[src/common/rwu_pkg.sv]
// constants, bus carrier and state encoding of the reset and watchdog unit
// assumes a 10 MHz bus clock that is also the machine cycle clock
package rwu_pkg;
	localparam int ADDR_W = 16;
	localparam int DATA_W = 8;
	// register map
	localparam logic [15:0] OFF_FIXED_CLEAR = 16'h3ff0;
	localparam logic [15:0] OFF_SERVICE_KEY = 16'h001d;
	localparam logic [15:0] OFF_CONTROL = 16'h001e;
	// watchdog control fields
	localparam int BIT_FLAG = 4;
	localparam int BIT_CLKMON_EN = 3;
	localparam int BIT_WD_EN = 2;
	localparam int BIT_SEL_HI = 1;
	localparam int BIT_SEL_LO = 0;
	localparam int BIT_FIXED_CLEAR = 0;
	// service key values
	localparam logic [7:0] KEY_ARM = 8'h55;
	localparam logic [7:0] KEY_FIRE = 8'haa;
	localparam logic [7:0] READ_NONE = 8'h00;
	// timing
	localparam int CLK_NS = 100;
	localparam int MCYC_NS = 100;
	localparam int POR_CYCLES = 4064;
	localparam int PIN_LOW_TENTH_MCYC = 15;
	localparam int PIN_LOW_CYC = (PIN_LOW_TENTH_MCYC * MCYC_NS + 10 * CLK_NS - 1) / (10 * CLK_NS);
	localparam int CM_DRIVE_CYC = 4;
	localparam int WD_DRIVE_CYC = 4;
	// pin synchroniser reset value: {pin, slow, absent, mask, fixed option}
	localparam logic [4:0] SYNC_RST = 5'h10;
	typedef struct packed {
		logic [15:0] addr;
		logic [7:0] wdata;
		logic wr;
		logic rd;
	} rwu_bus_req_t;
	typedef enum logic [1:0] {
		ST_POR = 2'b00,
		ST_HOLD = 2'b01,
		ST_RUN = 2'b11,
		ST_DRIVE = 2'b10
	} rwu_state_t;
endpackage

[src/hdl/rwu_reset_watchdog.sv]
// reset sequencer with a configurable and a fixed watchdog and clock monitor hooks
// assumes one 10 MHz clock, a register port on that clock and analog monitor flags on pins
// What this block does
// - reset comes from power-on, reset pin low, watchdog timeout or clock monitor trip.
// - any reset stops the core at once and reloads its start vector afterwards.
// - after power-on, wait 4064 clock cycles for the oscillator before going on.
// - software-controlled configuration drives the reset pin low during that power-on wait.
// - if the pin is still low after the wait, stay in reset until released.
// - reset pin is input only in mask mode once the strap is synchronised after power-on, bidirectional otherwise.
// - reset pin held low for one and a half machine cycles resets the device.
// - software-controlled mode drives the pin low on watchdog, clock monitor or power-on reset.
// - configurable watchdog starts by software enable outside mask mode; fixed one by a preset option in mask mode.
// - configurable watchdog is serviced by writing 55 then AA to its key register.
// - a watchdog expiry gives a full system reset, as power-on or pin would.
// - key register is write only; reading it returns nothing useful.
// - flag is set by watchdog or clock monitor reset, cleared by reading control.
// - clock monitor enable is always readable and takes only one write.
// - enable and timeout select clear on reset and take one combined write.
// - the top three control bits read as zero.
// - configurable timeout is two to the fifteen cycles times 1, 4, 16 or 64.
// - fixed watchdog is an 18-bit counter on the bus clock.
// - writing zero to bit 0 at 3ff0 clears the fixed watchdog counter.
// - reading 3ff0 returns the port B interrupt option contents.
// - both watchdogs keep counting in wait mode.
// - clock monitor trip drives the pin four cycles, or while the clock is absent.
// - watchdog counters clear when stop mode is entered.
`timescale 1ns/1ps

module rwu_sync3 #(
	parameter int W = 1,
	parameter logic [W-1:0] RST = '0
) (
	// clock and reset
	input wire logic clk,
	input wire logic rstN,
	// raw and agreed levels
	input wire logic [W-1:0] din,
	output logic [W-1:0] dout
);
	logic [W-1:0] s1Q;
	logic [W-1:0] s2Q;
	logic [W-1:0] s3Q;

	// three stages; a bit moves only once stages two and three agree
	always_ff @(posedge clk or negedge rstN)
	begin
		if (!rstN)
		begin
			s1Q <= RST;
			s2Q <= RST;
			s3Q <= RST;
			dout <= RST;
		end
		else
		begin
			s1Q <= din;
			s2Q <= s1Q;
			s3Q <= s2Q;
			dout <= (s2Q & s3Q) | (~(s2Q ^ s3Q) & s2Q) | ((s2Q ^ s3Q) & dout);
		end
	end
endmodule // rwu_sync3

module rwu_reset_watchdog
	import rwu_pkg::*;
#(
	parameter int WD_PRESCALE_LOG2 = 15,
	parameter int FIXED_WD_BITS = 18
) (
	// clock and power-on reset
	input wire logic clk,
	input wire logic arst_n,
	// register port
	input wire rwu_bus_req_t busReq,
	output logic [7:0] busRdata,
	// board reset pin
	input wire logic resetPinIn,
	output logic resetPinOut,
	output logic resetPinOe_n,
	// clock monitor detector flags and option straps
	input wire logic clkSlowIn,
	input wire logic clkAbsentIn,
	input wire logic maskModeIn,
	input wire logic fixedWdOptIn,
	input wire logic [7:0] portBOptIn,
	// core side
	input wire logic stopEntry,
	output logic sysRst_n,
	output logic vectorLoad
);
	localparam int CW = WD_PRESCALE_LOG2 + 6;

	logic rstS1Q, rstN;
	logic [4:0] syncLvl;
	logic pinLvl, slowLvl, absentLvl, maskLvl, fixOptLvl;
	rwu_state_t stateQ, stateD;
	logic [11:0] porCntQ;
	logic [2:0] driveCntQ, holdCntQ;
	logic [1:0] pinLowCntQ;
	logic maskQ, fixOptQ, cmCauseQ, wdEnQ, cmeQ, cfgLockQ, cmeLockQ, flagQ, armedQ;
	logic [1:0] selQ;
	logic [CW-1:0] wdCntQ, wdLast;
	logic [FIXED_WD_BITS-1:0] fixCntQ;
	logic running, wrCtrl, rdCtrl, wrKey, wrFix, service, fixClear;
	logic wdTimeout, fixTimeout, cmTrip, pinReset, driveNow;

	// power-on reset release through two stages
	always_ff @(posedge clk or negedge arst_n)
	begin
		if (!arst_n)
		begin
			rstS1Q <= 1'b0;
			rstN <= 1'b0;
		end
		else
		begin
			rstS1Q <= 1'b1;
			rstN <= rstS1Q;
		end
	end

	rwu_sync3 #(
		.W(5),
		.RST(SYNC_RST)
	) uSync (
		.clk(clk),
		.rstN(rstN),
		.din({resetPinIn, clkSlowIn, clkAbsentIn, maskModeIn, fixedWdOptIn}),
		.dout(syncLvl)
	);

	assign {pinLvl, slowLvl, absentLvl, maskLvl, fixOptLvl} = syncLvl;

	// bus decode
	assign wrCtrl = busReq.wr && (busReq.addr == OFF_CONTROL);
	assign rdCtrl = busReq.rd && (busReq.addr == OFF_CONTROL);
	assign wrKey = busReq.wr && (busReq.addr == OFF_SERVICE_KEY);
	assign wrFix = busReq.wr && (busReq.addr == OFF_FIXED_CLEAR);
	assign running = (stateQ == ST_RUN);
	assign service = wrKey && armedQ && (busReq.wdata == KEY_FIRE);
	assign fixClear = wrFix && !busReq.wdata[BIT_FIXED_CLEAR];

	// timeout end point grows by four per select step
	assign wdLast = CW'((64'd1 << (WD_PRESCALE_LOG2 + 2 * int'(selQ))) - 64'd1);
	assign wdTimeout = running && wdEnQ && !maskQ && (wdCntQ == wdLast);
	assign fixTimeout = running && maskQ && fixOptQ && (&fixCntQ);
	assign cmTrip = running && cmeQ && !maskQ && (slowLvl || absentLvl);
	assign pinReset = running && (pinLowCntQ == 2'(PIN_LOW_CYC));

	// reset sequencer
	always_comb
	begin
		stateD = stateQ;
		unique case (stateQ)
			ST_POR:
				if (porCntQ == 12'(POR_CYCLES - 1))
					stateD = ST_HOLD;
			ST_HOLD:
				if (pinLvl && (&holdCntQ))
					stateD = ST_RUN;
			ST_RUN:
				if (wdTimeout || fixTimeout || cmTrip)
					stateD = ST_DRIVE;
				else if (pinReset)
					stateD = ST_HOLD;
			ST_DRIVE:
				if (driveCntQ == 3'(CM_DRIVE_CYC - 1) && !(cmCauseQ && absentLvl))
					stateD = ST_HOLD;
		endcase
	end

	always_ff @(posedge clk or negedge rstN)
	begin
		if (!rstN)
			stateQ <= ST_POR;
		else
			stateQ <= stateD;
	end

	// stabilisation and drive counters
	always_ff @(posedge clk or negedge rstN)
	begin
		if (!rstN)
		begin
			porCntQ <= 12'h000;
			driveCntQ <= 3'h0;
			holdCntQ <= 3'h0;
		end
		else
		begin
			if (stateQ == ST_POR)
				porCntQ <= porCntQ + 12'h001;
			if (stateQ != ST_DRIVE)
				driveCntQ <= 3'h0;
			else if (driveCntQ != 3'(WD_DRIVE_CYC - 1))
				driveCntQ <= driveCntQ + 3'h1;
			// eight cycles in hold outlast the pin filter lag after our own drive
			if (stateQ != ST_HOLD)
				holdCntQ <= 3'h0;
			else if (!(&holdCntQ))
				holdCntQ <= holdCntQ + 3'h1;
		end
	end

	// pin low must be seen for whole machine cycles after filtering
	always_ff @(posedge clk or negedge rstN)
	begin
		if (!rstN)
			pinLowCntQ <= 2'h0;
		else if (pinLvl)
			pinLowCntQ <= 2'h0;
		else if (pinLowCntQ != 2'(PIN_LOW_CYC))
			pinLowCntQ <= pinLowCntQ + 2'h1;
	end

	// straps are caught while the oscillator settles, then frozen
	always_ff @(posedge clk or negedge rstN)
	begin
		if (!rstN)
		begin
			maskQ <= 1'b0;
			fixOptQ <= 1'b0;
		end
		else if (stateQ == ST_POR)
		begin
			maskQ <= maskLvl;
			fixOptQ <= fixOptLvl;
		end
	end

	// remember whether the running reset came from the clock monitor
	always_ff @(posedge clk or negedge rstN)
	begin
		if (!rstN)
			cmCauseQ <= 1'b0;
		else if (running)
			cmCauseQ <= cmTrip && !wdTimeout && !fixTimeout;
	end

	// control register; every system reset unlocks and clears it
	always_ff @(posedge clk or negedge rstN)
	begin
		if (!rstN)
		begin
			wdEnQ <= 1'b0;
			selQ <= 2'h0;
			cmeQ <= 1'b0;
			cfgLockQ <= 1'b0;
			cmeLockQ <= 1'b0;
		end
		else if (!running)
		begin
			wdEnQ <= 1'b0;
			selQ <= 2'h0;
			cmeQ <= 1'b0;
			cfgLockQ <= 1'b0;
			cmeLockQ <= 1'b0;
		end
		else if (wrCtrl)
		begin
			if (!cfgLockQ)
			begin
				wdEnQ <= busReq.wdata[BIT_WD_EN];
				selQ <= {busReq.wdata[BIT_SEL_HI], busReq.wdata[BIT_SEL_LO]};
			end
			if (!cmeLockQ)
				cmeQ <= busReq.wdata[BIT_CLKMON_EN];
			cfgLockQ <= 1'b1;
			cmeLockQ <= 1'b1;
		end
	end

	// flag survives system resets; a new cause beats a clearing read
	always_ff @(posedge clk or negedge rstN)
	begin
		if (!rstN)
			flagQ <= 1'b0;
		else if (wdTimeout || fixTimeout || cmTrip)
			flagQ <= 1'b1;
		else if (rdCtrl)
			flagQ <= 1'b0;
	end

	// key sequence: any other value in between disarms
	always_ff @(posedge clk or negedge rstN)
	begin
		if (!rstN)
			armedQ <= 1'b0;
		else if (!running)
			armedQ <= 1'b0;
		else if (wrKey)
			armedQ <= (busReq.wdata == KEY_ARM);
	end

	// counters run regardless of wait mode, so wait gives no shelter
	always_ff @(posedge clk or negedge rstN)
	begin
		if (!rstN)
			wdCntQ <= '0;
		else if (!running || !wdEnQ || maskQ || stopEntry || service)
			wdCntQ <= '0;
		else
			wdCntQ <= wdCntQ + CW'(1);
	end

	always_ff @(posedge clk or negedge rstN)
	begin
		if (!rstN)
			fixCntQ <= '0;
		else if (!running || !maskQ || !fixOptQ || stopEntry || fixClear)
			fixCntQ <= '0;
		else
			fixCntQ <= fixCntQ + FIXED_WD_BITS'(1);
	end

	// read data stands for one cycle only
	always_ff @(posedge clk or negedge rstN)
	begin
		if (!rstN)
			busRdata <= 8'h00;
		else if (rdCtrl)
			busRdata <= {3'h0, flagQ, cmeQ, wdEnQ, selQ};
		else if (busReq.rd && busReq.addr == OFF_FIXED_CLEAR)
			busRdata <= portBOptIn;
		else
			busRdata <= READ_NONE;
	end

	// pin drive: in mask mode only in reset and the first power-on cycles, before the strap passes the synchroniser
	assign driveNow = (stateQ == ST_POR && !maskLvl) || (stateQ == ST_DRIVE && !maskQ);

	always_ff @(posedge clk or negedge rstN)
	begin
		if (!rstN)
		begin
			resetPinOut <= 1'b0;
			resetPinOe_n <= 1'b0;
			sysRst_n <= 1'b0;
			vectorLoad <= 1'b0;
		end
		else
		begin
			resetPinOut <= 1'b0;
			resetPinOe_n <= !driveNow;
			sysRst_n <= (stateD == ST_RUN);
			vectorLoad <= (stateD == ST_RUN) && !running;
		end
	end
endmodule // rwu_reset_watchdog

[config.mk]
export PLATFORM = sky130hd
export DESIGN_NAME = rwu_reset_watchdog
export DESIGN_NICKNAME = d
export VERILOG_FILES = /design/src/common/rwu_pkg.sv /design/src/hdl/rwu_reset_watchdog.sv
export SDC_FILE = /design/constraint.sdc
export NUM_CORES = 1
export LEC_CHECK = 0
export ABC_AREA = 1
export BUFFER_PORTS_ARGS = -buffer_cell sky130_fd_sc_hd__buf_2
export CORE_UTILIZATION = 45
export CTS_CLUSTER_SIZE = 12
export DETAILED_ROUTE_END_ITERATION = 12
export PLACE_DENSITY = 0.77
export RECOVER_POWER = 50
export SYNTH_ARGS = -nofsm -noshare
export SYNTH_HDL_FRONTEND = slang
export SYNTH_HIERARCHICAL = 1
export SYNTH_SLANG_ARGS = --single-unit
[constraint.sdc]
create_clock -name clk -period 3.07 [get_ports clk]
set_clock_uncertainty 0.1 [all_clocks]
set_input_delay 0 -clock clk [delete_from_list [all_inputs] [get_ports clk]]
set_output_delay 0 -clock clk [all_outputs]
set_load 0.03 [all_outputs]
### Word level (Yosys, flattened, before mapping)

Cells that the tools add are included.
Widths: inputs -> output; s select.

| operators by class | value |
|---|---|
| div/mod/pow operators | 0 |
| multipliers | 0 |
| shifts and indexed selects | 1 |
| magnitude comparators | 0 |
| equality and inequality tests | 21 |
| reduce and logical (&&, ||, !) cells | 55 |
| multiplexer cells | 31 |
| bitwise logic cells | 7 |
| $add $sub $neg | 8 |

Operator list:

| cell | number |
|---|---|
| $eq 16x5->1 const B | 2 |
| $logic_and 1x1->1 | 26 |
| $add 21x1->21 const B | 1 |
| $eq 21x21->1 | 1 |
| $mux 21 | 1 |
| $shl 1x5->21 const A | 1 |
| $sub 21x1->21 const B | 1 |
| $mux 2 | 10 |
| $add 18x1->18 const B | 1 |
| $mux 18 | 1 |
| $reduce_and 18->1 | 1 |
| $eq 16x14->1 const B | 1 |
| $mux 8 | 2 |
| $and 5x5->5 | 3 |
| $add 12x1->12 const B | 1 |
| $eq 12x12->1 const B | 1 |
| $logic_or 1x1->1 | 12 |
| $mux 1 | 12 |
| $mux 3 | 4 |
| $logic_not 1->1 | 10 |
| $or 5x5->5 | 2 |
| $eq 2x2->1 const B | 4 |
| $eq 8x7->1 const B | 1 |
| $eq 8x8->1 const B | 1 |
| 15 further kinds | 23 |

| storage, ports and cells | value |
|---|---|
| memories kept | 0 |
| input port bits | 42 |
| memory bits (read-only) | 0 |
| logic and storage cells | 149 |
| memory bits (writable) | 0 |
| flip-flop bits (word level) | 104 |
| latch bits | 0 |
| output and inout bits | 12 |

### Logic depth before layout (Yosys ltp)

| logic depth | value |
|---|---|
| depth in word-level cells | 11 |
| mapped depth | 14 |
| depth with buffers taken out | 14 |

### By module

The synthesis kept the hierarchy.

Modules (own cells, without submodules):

| module | area an instance (sq um) | cells an instance | sequential area each (sq um) | instances |
|---|---|---|---|---|
| rwu_reset_watchdog | 4,331.7 | 530 | 2,102.0 | 1 |
| rwu_sync3 | 624.3 | 40 | 505.5 | 1 |

### Worst setup path before layout

OpenSTA, ideal clock, no wires.

| timing path | value |
|---|---|
| path kind | register to register |
| from | register fixCntQ[0] |
| to | register sysRst_n |
| path slack | 1.443 ns |
| required time | 2.857 ns |
| clock period less this slack | 1.627 ns |
| path buffers | 0 |
| stages on the path, launching flop included | 13 |
| library setup time | 0.113 ns |
| arrival time | 1.414 ns |
| cell sequence | dfrtp_1 -> ha_1 -> nand2_1 -> nor2_4 -> nand2_1 -> nor2_1 -> nand3_1 -> nand2_1 -> nor2_1 -> nand2_1 -> nand2_1 -> nand2_1 -> inv_1 |

| on the way | value |
|---|---|
| longest elaborated chain between the ends | 7 |

RTL lines:

| what | line | RTL |
|---|---|---|
| from (decl) | rwu_reset_watchdog.sv:103 | `logic [FIXED_WD_BITS-1:0] fixCntQ;` |
| from (signal assigned) | rwu_reset_watchdog.sv:313 | `fixCntQ <= fixCntQ + FIXED_WD_BITS'(1);` |
| $reduce_and 18->1 | rwu_reset_watchdog.sv:146 | `assign fixTimeout = running && maskQ && fixOptQ && (&fixCntQ);` |
| $logic_and 1x1->1 | rwu_reset_watchdog.sv:146 |  |
| $logic_or 1x1->1 (2 in a row) | rwu_reset_watchdog.sv:162 | `if (wdTimeout \|\| fixTimeout \|\| cmTrip)` |
| $mux 2 | rwu_reset_watchdog.sv:162 |  |
| $pmux 2 s4 | rwu_reset_watchdog.sv:154 | `unique case (stateQ)` |
| named net stateD[0] | rwu_reset_watchdog.sv:96 | `rwu_state_t stateQ, stateD;` |
| $eq 2x2->1 | rwu_reset_watchdog.sv:345 | `sysRst_n <= (stateD == ST_RUN);` |
| to (signal assigned) | rwu_reset_watchdog.sv:345 |  |
| to (decl) | rwu_reset_watchdog.sv:88 | `output logic sysRst_n,` |

The timed path passes the listed nets, and every way through them passes these cells.
A chain may end at the register's enable or synchronous reset.

==> impl.org <==
** Run status
- The flow ran to the end, and the final reports show no timing, DRC or antenna violations.

** Timing
- Hold is met by 0.0191 ns.
- Worst-margin pin slew :: 1.08 ns
- Max Fclk :: 482 MHz
- In the finished design, the share of the clock period the worst path needs comes to 0.675.
- The number of max-slew violations in the final report is 0.
- Total negative slack :: 0 ns
- Setup repair after global routing left no endpoint under its margin.
- Subtracting the final worst setup slack from the clock period gives 2.07 ns.
- Number of hold violations in the final report :: 0
- Worst slew margin relative to its limit :: 0.279
- Setup violations, final :: 0

** Clock tree
- Buffer count from post-CTS setup fixing :: 0
- Buffer depth of the longest clock path :: 2
- Number of cells upsized or downsized after cts :: 0
- Clock Tree Root :: clkbuf_8
- For the worst-skew pair, the clock arrives at the later sink with an insertion delay of 0.37 ns.
- CTS tree :: built
- TritonCTS created 9 clock buffers.
- Clock Sinks :: 104
- The H-tree was split into 3 levels.
- After clock tree synthesis, the clock-pin slew on the worst setup and hold paths is 0.10 ns.

** Worst setup path
- Crit path buf inv count :: 1
- Crit start category :: register
- In this run the worst setup path begins at rstN.
- Worst setup path endpoint :: busRdata[7]
- Ordered cell list for the critical path :: clkbuf_4
- Terminus of the critical flop-to-flop path :: busRdata[7]
- The critical path is of the reg2async type.
- Delay of the slowest cell on the worst path :: 1.02 ns
- Counting cells, the worst reg-to-reg path comes to 1.
- Crit path DAT :: 2.31 ns
- Maximum fanout along the worst path :: 82
- Critical path required time :: 3.31 ns
- Largest delay share family, worst path :: buffers and inverters
- In this run the register-to-register setup slack is 1.0 ns.
- The startpoint identified for the worst register-to-register timing path is rstN.
- Slowest library cell on the worst path :: clkbuf_4
- Crit path depth :: 1
- The worst setup path is captured at an asynchronous set/reset pin.

** Floorplanning
- Area of the die :: 11,400 um2
- Ports :: 54
- Standard cell core area :: 10,500 um2
- In this run the horizontal extent of the chip is 107 um.
- For this configuration, the core starts out at a cell density of 0.472.
- Std cell rows :: 37
- Die height :: 107 um

** Synth
- Flops & latches, synth :: 104
- Dividing the synthesized area by the synthesized cell count gives 8.69 um2.
- For this run, the number of Yosys warnings is 6.
- The share of the Yosys chip area taken by registers is 0.526.
- Post-synthesis instance area :: 4960 um2
- Area share of the largest cell type after synthesis :: 0.505
- Post-synth top area cell :: dfrtp_1
- After synthesis, the netlist uses 35 different library cells.
- Post-synth ARST share :: 1.00
- Gate count of the mapped netlist :: 570
- Most frequently used flop master after synthesis :: dfrtp_1
- Yosys mapped a number of flops with a built-in enable equal to 0.
- Total nets after synthesis :: 626
- Yosys attributes the largest share of cell area to dfrtp_1 50%, nand2_1 9.2%, nor2_1 6.6%.

** Cells and area
- Number of inserted diodes :: 0
- Fraction of final layout cells sized beyond drive strength 1 :: 0.120
- Final-stage net count :: 717
- Area growth syn-to-layout :: 18.1%
- Across the whole layout, storage elements account for 2610 um2.
- Area taken by multi-input logic gates :: 2030 um2
- The library cells used most frequently in the layout, excluding fill and tap cells, are 121 x nand2_1, 100 x dfrtp_1, 88 x nor2_1.
- Filler Cells Inserted :: 913
- Most frequent standard cell in the layout excluding fill and tap cells :: nand2_1
- Post-route core utilization :: 0.557

** Power and ir drop
- Switching power :: 0.664 mW
- Clock power frac :: 0.330
- Dividing total power by cell area gives a power density of 441 nW/um2.
- Of the total power, combinational logic draws 0.100.
- Internal power comes to 1.92 mW.
- Switch share :: 0.257
- Worst IR Drop VDD :: 0.364 mV
- Total Power :: 2.58 mW
- Register share of total power :: 0.569
- Summed over all cells, the static leakage comes to 2.80 nW.

** Routing
- For this run, design rule violations remaining after detail routing come to 0.
- Residual antenna-violating net count after detailed routing :: 0
- Using the TritonRoute via totals, the vias-per-cell ratio works out to 4.98.
- The first TritonRoute pass finished after 5 iterations.
- Dividing the detail-routed wire length by the instance count gives 12.7 um.
- For this block, the initial DRC count from the detailed router was 283.
- Wires add up to 10,200 um.
- Total vias in the final route :: 3,994

** Global route
- For met3 alone, demand over resource in global routing was 0.0407.
- Total congestion overflow after global routing :: 0
- The via count of the first global-routing pass is 4,021.
- The layer flagged by global routing as most heavily used is met2.
- The first global-routing pass estimated 17,600 um of wire.
- In the global route stage, overall resource usage came out at 0.195.
- Fraction of met1 tracks used by global routing :: 0.232
- Entering global routing, the biggest net connects 83 pins.
- Number of antenna violations at the first check in global routing :: 0
- For this run, global-route usage on met2 was measured as 0.340.

** Placement
- At the end of routability-driven placement, the weighted congestion stood at 0.861.
- Detailed placement finished with a half-perimeter wire length of 7180 um.
- Count of input and output buffers :: 52

** Run
- Max-cap violations :: 0

** Hold path
- Worst min-delay path startpoint :: busReq[0]
- Tightest Hold Check Type :: in2reg
-- metrics by stage --
stage	worst slack, ns	std cells	area [um2]
after floorplan	1.23	570	4960
final	0.997	802	5850
after detailed placement	1.10	755	5390
after CTS	1.08	802	5890
after global placement	1.26	755	5390
after global routing	0.615	802	5850
-- synth_stat cells (2+ instances only) --
master	count
nor2_4	3
dfstp_2	4
nor2_2	4
nor2_1	87
inv_1	76
nor3_2	3
o22ai_1	4
nand2_1	121
nand2_2	5
ha_1	14
nor4_1	6
o21ai_0	14
nor3b_1	4
nor3_1	16
xnor2_1	8
xor2_1	25
and3_1	2
dfrtp_1	100
nand4_1	13
conb_1	2
nand3_1	35
a21oi_1	8
nand3_2	2
buf_2	3
-- worst min-delay path by stage --
stage | endpoint | slack, ns | cells past startpoint
floorplan | rstN | -0.40 | 0
global placement | rstS1Q | -0.31 | 1
detailed placement | rstS1Q | -0.31 | 1
CTS | flagQ | 0.004 | 4
global route | flagQ | 0.05 | 4
finish | flagQ | 0.02 | 4
-- flip-flops by register name, summed over array words and instances (netlist names), 5 cells and up --
signal,flops
uSync/s1Q,5
porCntQ,12
fixCntQ,18
uSync/dout,5
wdCntQ,21
uSync/s2Q,5
busRdata,8
uSync/s3Q,5
-- kinds of logic after synthesis --
kind of cell    share of synthesized area
compound gates                     0.0323
simple gates                        0.283
fa+ha+maj                          0.0353
flops                               0.526
xor+xnor                           0.0583
buf+inv                            0.0631
other cells                       0.00152
-- final cells by class --
class                   instances  share of cell area
clock buffers                  10              0.0218
clock inverters                 6              0.0115
inverters                      77              0.0496
multi-input cells             385               0.346
flip-flops and latches        104               0.445
well taps                     136              0.0291
repair buffers                 84              0.0962
-- timing repair --
action,CTS,global route
endpoints found under the setup margin,0,0
hold buffers,31,0
endpoints found under the hold margin,22,0
-- power by group through the flow --
stage                     Clock (mW)  Combinational [mW]  Sequential, mW
final                          0.853               0.259            1.47
after global routing           0.936               0.306            1.48
after CTS                      0.874               0.264            1.47
after detailed placement           0               0.241            1.50
after global placement             0               0.224            1.49
after floorplan                    0               0.139            1.51
-- metal layers --
layer	share of wire	up-vias
met2	0.49	102
met5	0	-
met1	0.44	1883
met4	0.024	0
li1	-	1987
met3	0.047	22
Power figures use the tool's default switching activity.
